==> src/core/crtac_pkg.sv <==
// Purpose: Shared constants for the CRT attribute, cursor and refresh block
// Assumes: System clock of 25 MHz; video dot rate is synthesised from it
// Notes:   All geometry and offsets, and the APB register reset values, live here
package crtac_pkg;

  // Clock plan
  localparam longint   SYS_HZ     = 64'd25000000;
  localparam longint   VIDEO_HZ   = 64'd17074800;
  localparam longint   CPU_HZ     = 64'd950000;  // Nominal, falls out of CHAR_DIV*2
  localparam int       ACC_W      = 16;
  localparam logic [ACC_W-1:0] DOT_INC = ACC_W'((VIDEO_HZ << ACC_W) / SYS_HZ);
  localparam logic [3:0] CHAR_DIV  = 4'h9;

  // Screen geometry in character cells
  localparam logic [6:0]  H_TOTAL    = 7'h64;   // 100 cells incl. retrace
  localparam logic [6:0]  H_ACTIVE   = 7'h50;   // 80 displayed cells
  localparam logic [6:0]  HS_START   = 7'h54;
  localparam logic [6:0]  HS_END     = 7'h5b;
  localparam logic [3:0]  SCAN_LAST  = 4'hb;    // 12 scans per text row
  localparam logic [4:0]  ROW_ACTIVE = 5'h18;   // 24 text rows
  localparam logic [4:0]  ROW_LAST   = 5'h19;
  localparam logic [4:0]  VS_ROW     = 5'h19;
  localparam logic [10:0] START_ADDR = 11'h080;
  localparam logic [10:0] LINE_STEP  = 11'h050;

  // Attribute bit positions
  localparam int ATTR_REV   = 0;
  localparam int ATTR_BLANK = 1;
  localparam int ATTR_ULINE = 2;

  // APB register map
  localparam logic [11:0] REG_CUR_LO = 12'h000;
  localparam logic [11:0] REG_CUR_HI = 12'h004;
  localparam logic [11:0] REG_CTRL   = 12'h008;
  localparam logic [11:0] REG_STAT   = 12'h00c;
  localparam int          CTRL_EMB   = 0;
  localparam int          CTRL_WIDE  = 1;
  localparam logic [1:0]  CTRL_RST   = 2'h1;
  localparam logic [10:0] CUR_RST    = 11'h000;
  localparam int          STAT_VBLK  = 8;

endpackage

==> src/core/crtac_clkgen.sv <==
// Purpose: Dot and character rate enables from the system clock
// Assumes: pclk is the only clock; rates are one-cycle enables
// Notes:   Phase accumulator gives the video rate on average, with jitter
`timescale 1ns/1ps
module crtac_clkgen
  import crtac_pkg::*;
(
  input  wire logic pclk,
  input  wire logic presetn,
  output logic      dot_en,
  output logic      char_en
);

  logic [ACC_W-1:0] acc_r;
  logic [ACC_W:0]   acc_sum;
  logic [3:0]       div_r;

  assign acc_sum = {1'b0, acc_r} + {1'b0, DOT_INC};

  ////////////////////////////////////////////////////////////////////////////
  always_ff @(posedge pclk or negedge presetn) begin
    if (!presetn) begin
      acc_r  <= '0;
      dot_en <= 1'b0;
    end else begin
      acc_r  <= acc_sum[ACC_W-1:0];
      dot_en <= acc_sum[ACC_W];
    end
  end

  // Character enable coincides with every ninth dot enable
  always_ff @(posedge pclk or negedge presetn) begin
    if (!presetn) begin
      div_r   <= 4'h0;
      char_en <= 1'b0;
    end else begin
      char_en <= 1'b0;
      if (acc_sum[ACC_W]) begin
        if (div_r == CHAR_DIV - 4'h1) begin
          div_r   <= 4'h0;
          char_en <= 1'b1;
        end else begin
          div_r <= div_r + 4'h1;
        end
      end
    end
  end

endmodule

==> src/core/crtac_regs.sv <==
// Purpose: APB register slave for cursor, mode control and status
// Assumes: APB3 signalling, one wait state on every access
// Notes:   Unmapped or misaligned addresses answer with pslverr, read zero
`timescale 1ns/1ps
module crtac_regs
  import crtac_pkg::*;
(
  input  wire logic        pclk,
  input  wire logic        presetn,
  input  wire logic [11:0] paddr,
  input  wire logic        psel,
  input  wire logic        penable,
  input  wire logic        pwrite,
  input  wire logic [31:0] pwdata,
  output logic      [31:0] prdata,
  output logic             pready,
  output logic             pslverr,
  output logic      [10:0] cursor,
  output logic             emb_en,
  output logic             wide_en,
  input  wire logic [6:0]  stat_attr,
  input  wire logic        stat_vblank
);

  logic        mapped;
  logic        wr_go;
  logic [31:0] rd_mux;

  always_comb begin
    mapped = 1'b1;
    rd_mux = 32'h0;
    unique case (paddr)
      REG_CUR_LO: rd_mux[7:0] = cursor[7:0];
      REG_CUR_HI: rd_mux[2:0] = cursor[10:8];
      REG_CTRL: begin
        rd_mux[CTRL_EMB]  = emb_en;
        rd_mux[CTRL_WIDE] = wide_en;
      end
      REG_STAT: begin
        rd_mux[6:0]       = stat_attr;
        rd_mux[STAT_VBLK] = stat_vblank;
      end
      default: mapped = 1'b0;
    endcase
  end

  // Write lands on the edge that samples pready high
  assign wr_go = psel & penable & pready & pwrite & mapped;

  ////////////////////////////////////////////////////////////////////////////
  always_ff @(posedge pclk or negedge presetn) begin
    if (!presetn) begin
      pready  <= 1'b0;
      prdata  <= 32'h0;
      pslverr <= 1'b0;
    end else begin
      pready  <= psel & penable & ~pready;
      if (psel & penable & ~pready) begin
        prdata  <= pwrite ? 32'h0 : rd_mux;
        pslverr <= ~mapped;
      end
    end
  end

  always_ff @(posedge pclk or negedge presetn) begin
    if (!presetn) begin
      cursor  <= CUR_RST;
      emb_en  <= CTRL_RST[CTRL_EMB];
      wide_en <= CTRL_RST[CTRL_WIDE];
    end else if (wr_go) begin
      if (paddr == REG_CUR_LO) cursor[7:0] <= pwdata[7:0];
      if (paddr == REG_CUR_HI) cursor[10:8] <= pwdata[2:0];
      if (paddr == REG_CTRL) begin
        emb_en  <= pwdata[CTRL_EMB];
        wide_en <= pwdata[CTRL_WIDE];
      end
    end
  end

endmodule

==> src/core/crtac_top.sv <==
// Purpose: Character CRT display timing with field attributes and cursor
// Assumes: Refresh memory is 16 bits wide (even byte low), read in one cycle
// Notes:   Display runs two cells behind the fetch; dot ROM is external
//
// What this block does
// In embedded mode with wide mode off, a fetched code with top bit set is an attribute code.
// An attribute code's low seven bits are captured in the attribute latch.
// The latched attribute governs following characters until replaced.
// The attribute latch clears in hardware at every displayed line end.
// Wide mode: each character carries its own independent attribute bits.
// Cursor is eleven bits: low byte and upper three bits written separately.
// Cursor is a linear memory address, one screen cell per value.
// Refresh uses phase one only, processor uses phase two only.
// Both phases run continuously, also while the processor waits.
// Each refresh fetch is held in a single latch, no FIFO.
// Processor clock is derived from the character rate, near 950 kHz.
// Refresh address is compared with cursor; coincidence is flagged.
// Character rate is the video clock divided by nine.
// The cursor cell is shown as an inverted block.
`timescale 1ns/1ps
module crtac_top
  import crtac_pkg::*;
(
  input  wire logic        pclk,
  input  wire logic        presetn,
  // APB
  input  wire logic [11:0] paddr,
  input  wire logic        psel,
  input  wire logic        penable,
  input  wire logic        pwrite,
  input  wire logic [31:0] pwdata,
  output logic      [31:0] prdata,
  output logic             pready,
  output logic             pslverr,
  // Refresh memory
  output logic      [9:0]  mem_addr,
  output logic      [1:0]  mem_be,
  output logic             mem_we,
  output logic      [15:0] mem_wdata,
  input  wire logic [15:0] mem_rdata,
  input  wire logic [15:0] mem_rattr,
  // Processor access port
  input  wire logic        cpu_req,
  input  wire logic        cpu_we,
  input  wire logic [10:0] cpu_addr,
  input  wire logic [7:0]  cpu_wdata,
  output logic      [7:0]  cpu_rdata,
  output logic             cpu_ack,
  output logic             phi1,
  output logic             phi2,
  // Video
  output logic      [7:0]  glyph_code,
  output logic      [3:0]  glyph_row,
  input  wire logic [7:0]  dot_pattern,
  output logic             video,
  output logic             hsync,
  output logic             vsync,
  output logic             blank,
  output logic      [6:0]  attr_out,
  output logic             cursor_hit
);

  function automatic logic [7:0] pick_byte(input logic odd, input logic [15:0] w);
    pick_byte = odd ? w[15:8] : w[7:0];
  endfunction

  logic        dot_en;
  logic        char_en;
  logic [10:0] cursor;
  logic        emb_en;
  logic        wide_en;

  logic [6:0]  col_r;
  logic [3:0]  scan_r;
  logic [4:0]  row_r;
  logic [10:0] line_start_r;
  logic [10:0] line_start_nxt;
  logic        vactive;
  logic        col_last;

  logic [15:0] fetch_r;
  logic [15:0] fetch_attr_r;
  logic        cpu_pend_r;
  logic        cpu_lane_r;
  logic [10:0] ref_next;

  logic [6:0]  attr_latch_r;
  logic        a_valid;
  logic [7:0]  a_code;
  logic [7:0]  a_wattr;
  logic        a_fac;
  logic [10:0] a_addr;
  logic        on_a_r;
  logic        hide_a_r;
  logic        hit_a_r;
  logic [6:0]  attr_a_r;

  logic [8:0]  shift_r;
  logic        on_b_r;
  logic        hit_b_r;
  logic [6:0]  attr_b_r;
  logic        pix;

  ////////////////////////////////////////////////////////////////////////////
  crtac_clkgen u_clkgen (
    .pclk    (pclk),
    .presetn (presetn),
    .dot_en  (dot_en),
    .char_en (char_en)
  );

  crtac_regs u_regs (
    .pclk        (pclk),
    .presetn     (presetn),
    .paddr       (paddr),
    .psel        (psel),
    .penable     (penable),
    .pwrite      (pwrite),
    .pwdata      (pwdata),
    .prdata      (prdata),
    .pready      (pready),
    .pslverr     (pslverr),
    .cursor      (cursor),
    .emb_en      (emb_en),
    .wide_en     (wide_en),
    .stat_attr   (attr_latch_r),
    .stat_vblank (~vactive)
  );

  ////////////////////////////////////////////////////////////////////////////
  // Raster counters
  assign vactive  = row_r < ROW_ACTIVE;
  assign col_last = col_r == H_TOTAL - 7'h01;

  always_comb begin
    line_start_nxt = line_start_r;
    if (scan_r == SCAN_LAST) begin
      if (row_r == ROW_LAST) begin
        line_start_nxt = START_ADDR;
      end else begin
        line_start_nxt = line_start_r + LINE_STEP;
      end
    end
  end

  always_ff @(posedge pclk or negedge presetn) begin
    if (!presetn) begin
      col_r        <= 7'h00;
      scan_r       <= 4'h0;
      row_r        <= 5'h00;
      line_start_r <= START_ADDR;
    end else if (char_en) begin
      col_r <= col_last ? 7'h00 : col_r + 7'h01;
      if (col_last) begin
        // Same line start reused for all twelve scans of a text row
        line_start_r <= line_start_nxt;
        scan_r       <= (scan_r == SCAN_LAST) ? 4'h0 : scan_r + 4'h1;
        if (scan_r == SCAN_LAST) begin
          row_r <= (row_r == ROW_LAST) ? 5'h00 : row_r + 5'h01;
        end
      end
    end
  end

  ////////////////////////////////////////////////////////////////////////////
  // Two-phase memory sharing: even cell periods are phase one, odd ones
  // phase two, so the processor cycle is twice the character period.
  assign ref_next = col_last ? line_start_nxt : line_start_r + {4'h0, col_r} + 11'h001;

  always_ff @(posedge pclk or negedge presetn) begin
    if (!presetn) begin
      phi1       <= 1'b1;
      phi2       <= 1'b0;
      mem_addr   <= START_ADDR[10:1];
      mem_be     <= 2'h3;
      mem_we     <= 1'b0;
      mem_wdata  <= 16'h0000;
      cpu_pend_r <= 1'b0;
      cpu_lane_r <= 1'b0;
      cpu_rdata  <= 8'h00;
      cpu_ack    <= 1'b0;
      fetch_r      <= 16'h0000;
      fetch_attr_r <= 16'h0000;
    end else begin
      cpu_ack <= 1'b0;
      if (char_en) begin
        // Phases never pause; a stalled processor cannot stop refresh
        phi1 <= col_r[0];
        phi2 <= ~col_r[0];
        if (col_r[0]) begin
          // End of phase two: finish processor access, start refresh
          mem_addr <= ref_next[10:1];
          mem_be   <= 2'h3;
          mem_we   <= 1'b0;
          if (cpu_pend_r) begin
            cpu_rdata  <= pick_byte(cpu_lane_r, mem_rdata);
            cpu_ack    <= 1'b1;
            cpu_pend_r <= 1'b0;
          end
        end else begin
          // End of phase one: hold the pair, then hand memory to processor
          fetch_r      <= mem_rdata;
          fetch_attr_r <= mem_rattr;
          if (cpu_req) begin
            mem_addr   <= cpu_addr[10:1];
            mem_be     <= cpu_addr[0] ? 2'h2 : 2'h1;
            mem_we     <= cpu_we;
            mem_wdata  <= {cpu_wdata, cpu_wdata};
            cpu_pend_r <= 1'b1;
            cpu_lane_r <= cpu_addr[0];
          end
        end
      end
    end
  end

  ////////////////////////////////////////////////////////////////////////////
  // Stage A: pick the cell from the latch, decode attributes, compare cursor
  assign a_valid = vactive && (col_r != 7'h00) && (col_r <= H_ACTIVE);
  assign a_code  = pick_byte(~col_r[0], fetch_r);
  assign a_wattr = pick_byte(~col_r[0], fetch_attr_r);
  assign a_fac   = emb_en && !wide_en && a_code[7];
  assign a_addr  = line_start_r + {4'h0, col_r} - 11'h001;

  always_ff @(posedge pclk or negedge presetn) begin
    if (!presetn) begin
      attr_latch_r <= 7'h00;
    end else if (char_en) begin
      if (col_r == H_ACTIVE) begin
        attr_latch_r <= 7'h00;
      end else if (a_valid && a_fac) begin
        attr_latch_r <= a_code[6:0];
      end
    end
  end

  always_ff @(posedge pclk or negedge presetn) begin
    if (!presetn) begin
      on_a_r     <= 1'b0;
      hide_a_r   <= 1'b1;
      hit_a_r    <= 1'b0;
      attr_a_r   <= 7'h00;
      glyph_code <= 8'h00;
      glyph_row  <= 4'h0;
    end else if (char_en) begin
      on_a_r    <= a_valid;
      // Attribute codes take a cell but show as blank
      hide_a_r  <= !a_valid || a_fac;
      hit_a_r   <= a_valid && (a_addr == cursor);
      // Wide mode uses the cell's own bits and ignores the latch
      attr_a_r  <= wide_en ? a_wattr[6:0] : attr_latch_r;
      glyph_code <= (emb_en && !wide_en) ? {1'b0, a_code[6:0]} : a_code;
      glyph_row <= scan_r;
    end
  end

  ////////////////////////////////////////////////////////////////////////////
  // Stage B: dot ROM answer is loaded one cell after the code went out
  always_ff @(posedge pclk or negedge presetn) begin
    if (!presetn) begin
      shift_r  <= 9'h000;
      on_b_r   <= 1'b0;
      hit_b_r  <= 1'b0;
      attr_b_r <= 7'h00;
    end else if (char_en) begin
      // First dot repeats pattern bit 7, so bit 7 shows twice and bit 0 is the ninth dot
      shift_r  <= hide_a_r ? 9'h000 : {dot_pattern[7], dot_pattern};
      on_b_r   <= on_a_r;
      hit_b_r  <= hit_a_r;
      attr_b_r <= attr_a_r;
    end else if (dot_en) begin
      shift_r <= {shift_r[7:0], 1'b0};
    end
  end

  assign pix = (shift_r[8] & ~attr_b_r[ATTR_BLANK])
             | (attr_b_r[ATTR_ULINE] && glyph_row == SCAN_LAST);

  always_ff @(posedge pclk or negedge presetn) begin
    if (!presetn) begin
      video      <= 1'b0;
      blank      <= 1'b1;
      hsync      <= 1'b0;
      vsync      <= 1'b0;
      attr_out   <= 7'h00;
      cursor_hit <= 1'b0;
    end else begin
      video      <= on_b_r & (pix ^ attr_b_r[ATTR_REV] ^ hit_b_r);
      blank      <= ~on_b_r;
      hsync      <= (col_r >= HS_START) && (col_r <= HS_END);
      vsync      <= row_r == VS_ROW;
      attr_out   <= attr_b_r;
      cursor_hit <= hit_b_r;
    end
  end

endmodule

==> config.mk <==
export PLATFORM = sky130hd
export DESIGN_NAME = crtac_top
export DESIGN_NICKNAME = d
export VERILOG_FILES = /design/src/core/crtac_pkg.sv /design/src/core/crtac_clkgen.sv /design/src/core/crtac_regs.sv /design/src/core/crtac_top.sv
export SDC_FILE = /design/constraint.sdc
export NUM_CORES = 1
export LEC_CHECK = 0
export BUFFER_PORTS_ARGS = -buffer_cell sky130_fd_sc_hd__buf_2
export CAP_MARGIN = 10
export CORE_UTILIZATION = 50
export DETAILED_ROUTE_END_ITERATION = 7
export PLACE_DENSITY = 0.76
export SETUP_SLACK_MARGIN = 0.3
export SKIP_LAST_GASP = 1
export SLEW_MARGIN = 15
export SYNTH_ARGS = -nofsm -noshare
export SYNTH_HDL_FRONTEND = slang
export SYNTH_SLANG_ARGS = --single-unit
==> constraint.sdc <==
create_clock -name pclk -period 9.4 [get_ports pclk]
set_clock_uncertainty 0.2 [all_clocks]
set_input_delay 1.41 -clock pclk [delete_from_list [all_inputs] [get_ports pclk]]
set_output_delay 1.41 -clock pclk [all_outputs]
set_load 0.01 [all_outputs]
==> results.md, run 1 <==
- Pre-CTS setup slack: about 5600 ps
- EDFF count, synth: 0
- Status: completed
- Hold crit path type: reg2reg
- Period utilization: between 30% and 40%
- Total global-route track usage: about 25%
- Chip height: ~140 µm
- Pins Over Slew Limit: 0
- Post-CTS resize count: 0
- Gate Count Post-Synth: between 900 and 1000
- Leakage: 5.46 nW
- Vias in the first global route: 7508
- Cts bufs inserted: 17
- Crit Path Class: reg2reg
- Critical Path End Type: flop
- Max VDD drop: between 0.1 and 0.15 mV
- H-tree depth: 4
- Vias: ~7700
- Avg WL per Cell: 17.0 µm
- Net Sw Frac: a little under a quarter
- Global-route wire length before repair: a little under 40000 µm
- WL final: 23700 µm
- Comb power frac: roughly 5.9%
- Synth cell types: 89
- Hold Path End: attr_out[3]
- Row count: 50
- FF-to-FF path depth: 9
- Final Net Count: around 1300
- Largest net degree at the start of global routing: around 110
- Cts-stage hold buffer count: 0
- Post-synth top flop: dfrtp_1
- HP Start: attr_b_r[3]
- Most frequent cells in the layout: dfrtp_1 (184), nand2_1 (179), buf_2 (157)
- Final hold vios: 0
- Clock Power Share: 42.5%
- TritonCTS clock tree: built
- DRT iter0 DRCs: roughly 510
- Port Buf Inserts: ~160
- FMAX: 286 MHz
- Crit Reg-Reg Endpoint: mem_addr[8]
- Setup Buffers After CTS: 0
- FILL cells: between 1500 and 2000
- Detail Placement HPWL: 16800 µm
- Clk sinks: 193
- Unrepaired setup endpoints after global routing: no
- Clock Latency Late Sink: between 400 and 500 ps
- Hold depth: 0
- CTS Root Cell: clkbuf_16
- Max_slew headroom: a little under a third
- Required time worst endpoint: ~9500 ps
- Final Util: 59.3%
- Number of max-cap violations: 0
- Sw power: ~0.0004 W
- Via-to-Cell Ratio: between 5 and 6
- Initial antenna violation count: 0
- Seq cells post-synth: roughly 190
- Synth warn: 0
- Start of the worst register-to-register path: col_r[0]
- Global placement routability congestion: approximately 0.92
- Die Span X: around 140 µm
- Mapped Area: a little under 10000 µm²
- Tmin final: between 3000 and 4000 ps
- Critical Path AT: 3620 ps
- Internal: approximately 0.0013 W
- R2R Setup Slk: about 5900 ps
- Initial Utilization: between 50% and 60%
- Global route total overflow: 0
- Clock Tree Buf Depth: 2
- Layout area overhead: 14.5%
- Pre-antenna DRT Iters: 5
- Pwr/cell area: 150 nW/µm²
- Die footprint: 20200 µm²
- Asr flop ratio synth: 100%
- Critical Path Start Type: flop
- Post-route ant nets: 0
- Syn Area/Cell: between 9 and 10 µm²
- Flop pwr share: 51.6%
- Final setup fails: 0
- Worst-path clk slew: approximately 70 ps
- DR DRC count: 0
- Core region area: 19000 µm²
- Slew @ Worst Pin: between 1000 and 1500 ps
- Commonest non-fill, non-tap cell in the layout: dfrtp_1
- N_diodes: 0
- Fraction of layout cells with a size suffix above 1: between 20% and 30%
- Worst setup margin: around 5900 ps
- Top-Level Pins: roughly 210
- Seq/Total Area, Yosys: 49.3%
- Final setup TNS: 0 ps
- CP max FO: 4
[synthesized netlist by cell type, drive strengths merged (6+ instances only)]
| cell | instances | area [µm²] |
|---|---|---|
| a211oi | 10 | 75.1 |
| nor2b | 12 | 75.1 |
| nor2 | 65 | 246 |
| clkbuf | 26 | 97.6 |
| inv | 34 | 128 |
| o211ai | 6 | 45.0 |
| nor4 | 10 | 75.1 |
| mux2 | 34 | 383 |
| dfrtp | 185 | 4630 |
| or2 | 6 | 37.5 |
| xnor2 | 29 | 254 |
| xor2 | 13 | 114 |
| a221oi | 7 | 61.3 |
| nand4 | 11 | 68.8 |
| mux2i | 32 | 320 |
| o21ai | 70 | 350 |
| a21o | 12 | 90.1 |
| o22ai | 12 | 81.3 |
| a21oi | 28 | 159 |
| dfstp | 8 | 210 |
| buf | 43 | 299 |
| nor3 | 17 | 96.4 |
| nand2 | 179 | 672 |
| ha | 18 | 225 |
| nand3 | 16 | 92.6 |
| o21a | 6 | 45.0 |
[layout make-up]
type                    instances  area [µm²]  share of cell area [%]
clock buffers                  22         474                    4.22
clock inverters                10         101                   0.902
inverters                      34         128                    1.14
multi-input cells             713        4540                    40.4
flip-flops and latches        193        4840                    43.1
well taps                     260         325                    2.90
repair buffers                162         830                    7.38
[state kept, by name, summed over array words and instances (netlist names), 8 cells and up, named ones only]
register,count
fetch_attr_r,14
mem_addr,10
line_start_r,10
fetch_r,16
mem_wdata,8
glyph_code,8
u_clkgen.acc_r,13
u_regs.cursor,11
cpu_rdata,8
u_regs.prdata,9
shift_r,9
[critical path: stages, from the launching register on]
cell	delay, ps
dfrtp_1	390
ha_1	250
fa_1	480
a211oi_1	370
nor2_1	180
nor4_2	480
o2111ai_2	250
or4_1	570
nand3_1	130
a21oi_1	90
[layer usage]
metal  wire, µm  track usage, %
met2      11000            40.3
met3       1430            5.52
met1      10700            33.0
met5          0               0
met4        620            8.83
[worst max path at each step]
stage	from	to	slack (ps)	depth (start not counted)
finish	col_r[0]	mem_addr[8]	5900	9
global route	col_r[0]	mem_addr[8]	5630	9
CTS	col_r[0]	mem_addr[8]	5940	9
detailed placement	paddr[7]	u_regs.cursor[1]	5590	5
global placement	paddr[1]	u_regs.cursor[3]	5670	5
floorplan	paddr[7]	u_regs.cursor[10]	6110	5
[power by group through the flow]
stage          Sequential [W]  Combinational, W  Clock (W)
2_1_floorplan        0.000887         0.0000473          0
3_3_place_gp         0.000884         0.0000981          0
3_5_place_dp         0.000885          0.000100          0
4_1_cts              0.000869          0.000101   0.000726
5_1_grt              0.000872          0.000111   0.000757
6_report             0.000869         0.0000990   0.000717
[stage by stage]
step	instance area (µm²)	power, W	hold WS [ps]	instances
after detailed placement	10700	0.000985	165	1362
after global routing	11200	0.00174	193	1394
final	11200	0.00169	175	1394
after global placement	10700	0.000982	162	1362
after floorplan	9900	0.000934	150	1009
after CTS	11200	0.00170	182	1394
[cell families after synthesis]
kind of cell	synth area share, %
flip-flops	49.3
buffers and inverters	5.34
AO/OA/AOI/OAI	14.8
XOR/XNOR	4.22
AND/OR/NAND/NOR	16.6
other	0.0382
multiplexers	7.16
adder cells (fa/ha/maj)	2.50
No activity file was read; power rests on OpenSTA's default activity.
==> run 2, diff against run 1 <==
clock period = 3.4 ns   (was 9.4 ns; I/O delays follow)
==> run 2 against run 1 <==
Effect of this change:
- via count is 1.5% higher
- routed wire length up 2.6%
- clock-buffer cell count shrank 4
- non-clock buffer count grew 29
- setup slack got worse by 5600 ps
- final cell count grew 2.1%
- sequential share of layout area down 1.6 points
- register-to-register slack worse by 5600 ps
- critical path type unchanged
==> results.md, run 2 (synthesized netlist as in run 1, its figures left out) <==
- Clock Latency Late Sink: roughly 440 ps
- Layout area overhead: 19.0%
- DRT iter0 DRCs: between 400 and 500
- Detail Placement HPWL: between 15000 and 20000 µm
- DR DRC count: 0
- Pre-antenna DRT Iters: 5
- N_diodes: 0
- Crit path top cell by count: a211o_1
- Global-route wire length before repair: 39100 µm
- WL final: approximately 24000 µm
- Clk sinks: slightly below 200
- Tmin final: approximately 3100 ps
- Pre-CTS setup slack: 90.2 ps
- Hold depth: 3
- FF-to-FF path depth: 8
- Avg WL per Cell: 17.1 µm
- TritonCTS clock tree: built
- Critical Path End Type: flop
- Critical Path Start Type: flop
- Max_slew headroom: 35.2%
- Crit path cell chain: ha_1, a211o_1, a211o_1, and3_4, or4_4, a211o_1, a32oi_1, o32ai_1
- Global placement routability congestion: roughly 0.9
- Worst-path clk slew: 80 ps
- Initial antenna violation count: 0
- Top-Level Pins: around 210
- Pins Over Slew Limit: 0
- Largest register FFs: 16
- Clock Tree Buf Depth: 2
- Via-to-Cell Ratio: ~5.5
- Status: completed
- Fraction of layout cells with a size suffix above 1: 26.4%
- H-tree depth: 4
- Required time worst endpoint: around 3500 ps
- FILL cells: approximately 1600
- Critical Path AT: roughly 3300 ps
- FMAX: 317 MHz
- R2R Setup Slk: 250 ps
- Top Registers: fetch_r: 16 flops, fetch_attr_r: 14 flops, u_clkgen.acc_r: 13 flops
- Biggest register: fetch_r
- Largest net degree at the start of global routing: between 90 and 100
- Final hold vios: 0
- Global route total overflow: 0
- Max VDD drop: about 0.48 mV
- Start of the worst register-to-register path: col_r[6]
- Most frequent cells in the layout: dfrtp_1 (184), nand2_1 (179), buf_2 (157)
- Slowest stage cell, crit path: or4_4
- Post-route ant nets: 0
- Final setup fails: 0
- Max stage delay on crit path: approximately 480 ps
- HP Start: mem_rattr[10]
- Register area: roughly 4800 µm²
- Row count: 50
- Commonest non-fill, non-tap cell in the layout: dfrtp_1
- Leakage: 5.64 nW
- Final Net Count: about 1300
- Power Total: 0.00477 W
- Port Buf Inserts: ~160
- Slew @ Worst Pin: ~970 ps
- Core region area: about 19000 µm²
- CTS Root Cell: clkbuf_16
- Final Util: roughly three fifths
- Multi-input logic area: between 4000 and 5000 µm²
- Hold crit path type: in2reg
- Unrepaired setup endpoints after global routing: yes
- CP max FO: 9
- Vias in the first global route: ~7600
- Initial Utilization: between 50 and 60%
- Crit Reg-Reg Endpoint: hit_a_r
- Worst setup margin: 250 ps
- Final setup TNS: 0 ps
- Die footprint: 20200 µm²
- Pwr/cell area: 408 nW/µm²
- Total global-route track usage: between 20% and 30%
- Hold Path End: fetch_attr_r[10]
- Vias: 7830
- Period utilization: 92.6%
- Number of max-cap violations: 0
- Crit Path Class: reg2reg
- Chip height: ~140 µm
- Die Span X: about 140 µm
- Cts bufs inserted: 17
[run 2: per-layer routing]
metal	up-vias	track usage, %	share of wire [%]
li1	3743	-	-
met1	3796	32.9	43
met2	243	41.0	48
met3	48	5.01	5.8
met4	0	11.1	3.0
met5	-	0	0
[run 2: area by class of cell]
cell class	count	area share, %
clock buffers	18	3.68
clock inverters	14	1.55
inverters	34	1.09
multi-input cells	713	40.2
flip-flops and latches	193	41.5
well taps	260	2.79
repair buffers	191	9.24
[run 2: repair_timing]
item,in CTS,in global routing
hold endpoints to repair,52,0
hold buffers,1,0
endpoints found under the setup margin,5,7
pin swaps,9,7
setup buffers,10,1
resized for setup,18,8
[run 2: worst max-delay path by stage]
stage	from	to	slack, ps	cells after the start
floorplan	col_r[0]	mem_addr[8]	300	9
global placement	col_r[0]	mem_addr[8]	190	9
detailed placement	col_r[0]	mem_addr[8]	90	9
CTS	flop	hit_a_r	290	9
global route	col_r[6]	hit_a_r	180	8
finish	col_r[6]	hit_a_r	250	8
[run 2: critical path, delay by kind of cell (launching register included)]
kind / cells / cell delay (ps)
adders and majority gates: 1 / 440
DFF: 1 / 470
AOI/OAI and AO/OA: 5 / 1240
and+or+nand+nor: 2 / 680
[run 2: where the power goes]
part,total [W],switching (W),internal (W)
combinational,0.000279,0.000162,0.000117
clock,0.00209,0.000916,0.00117
sequential,0.00240,0.0000414,0.00236
[run 2: through the flow]
stage / hold slack, ps / std cells / cell area, µm²
finish: 65.6 / 1423 / 11700
global route: 57.3 / 1423 / 11700
CTS: 47.9 / 1422 / 11600
detailed placement: 163 / 1379 / 10800
global placement: 157 / 1379 / 10800
floorplan: 14.4 / 1009 / 9900
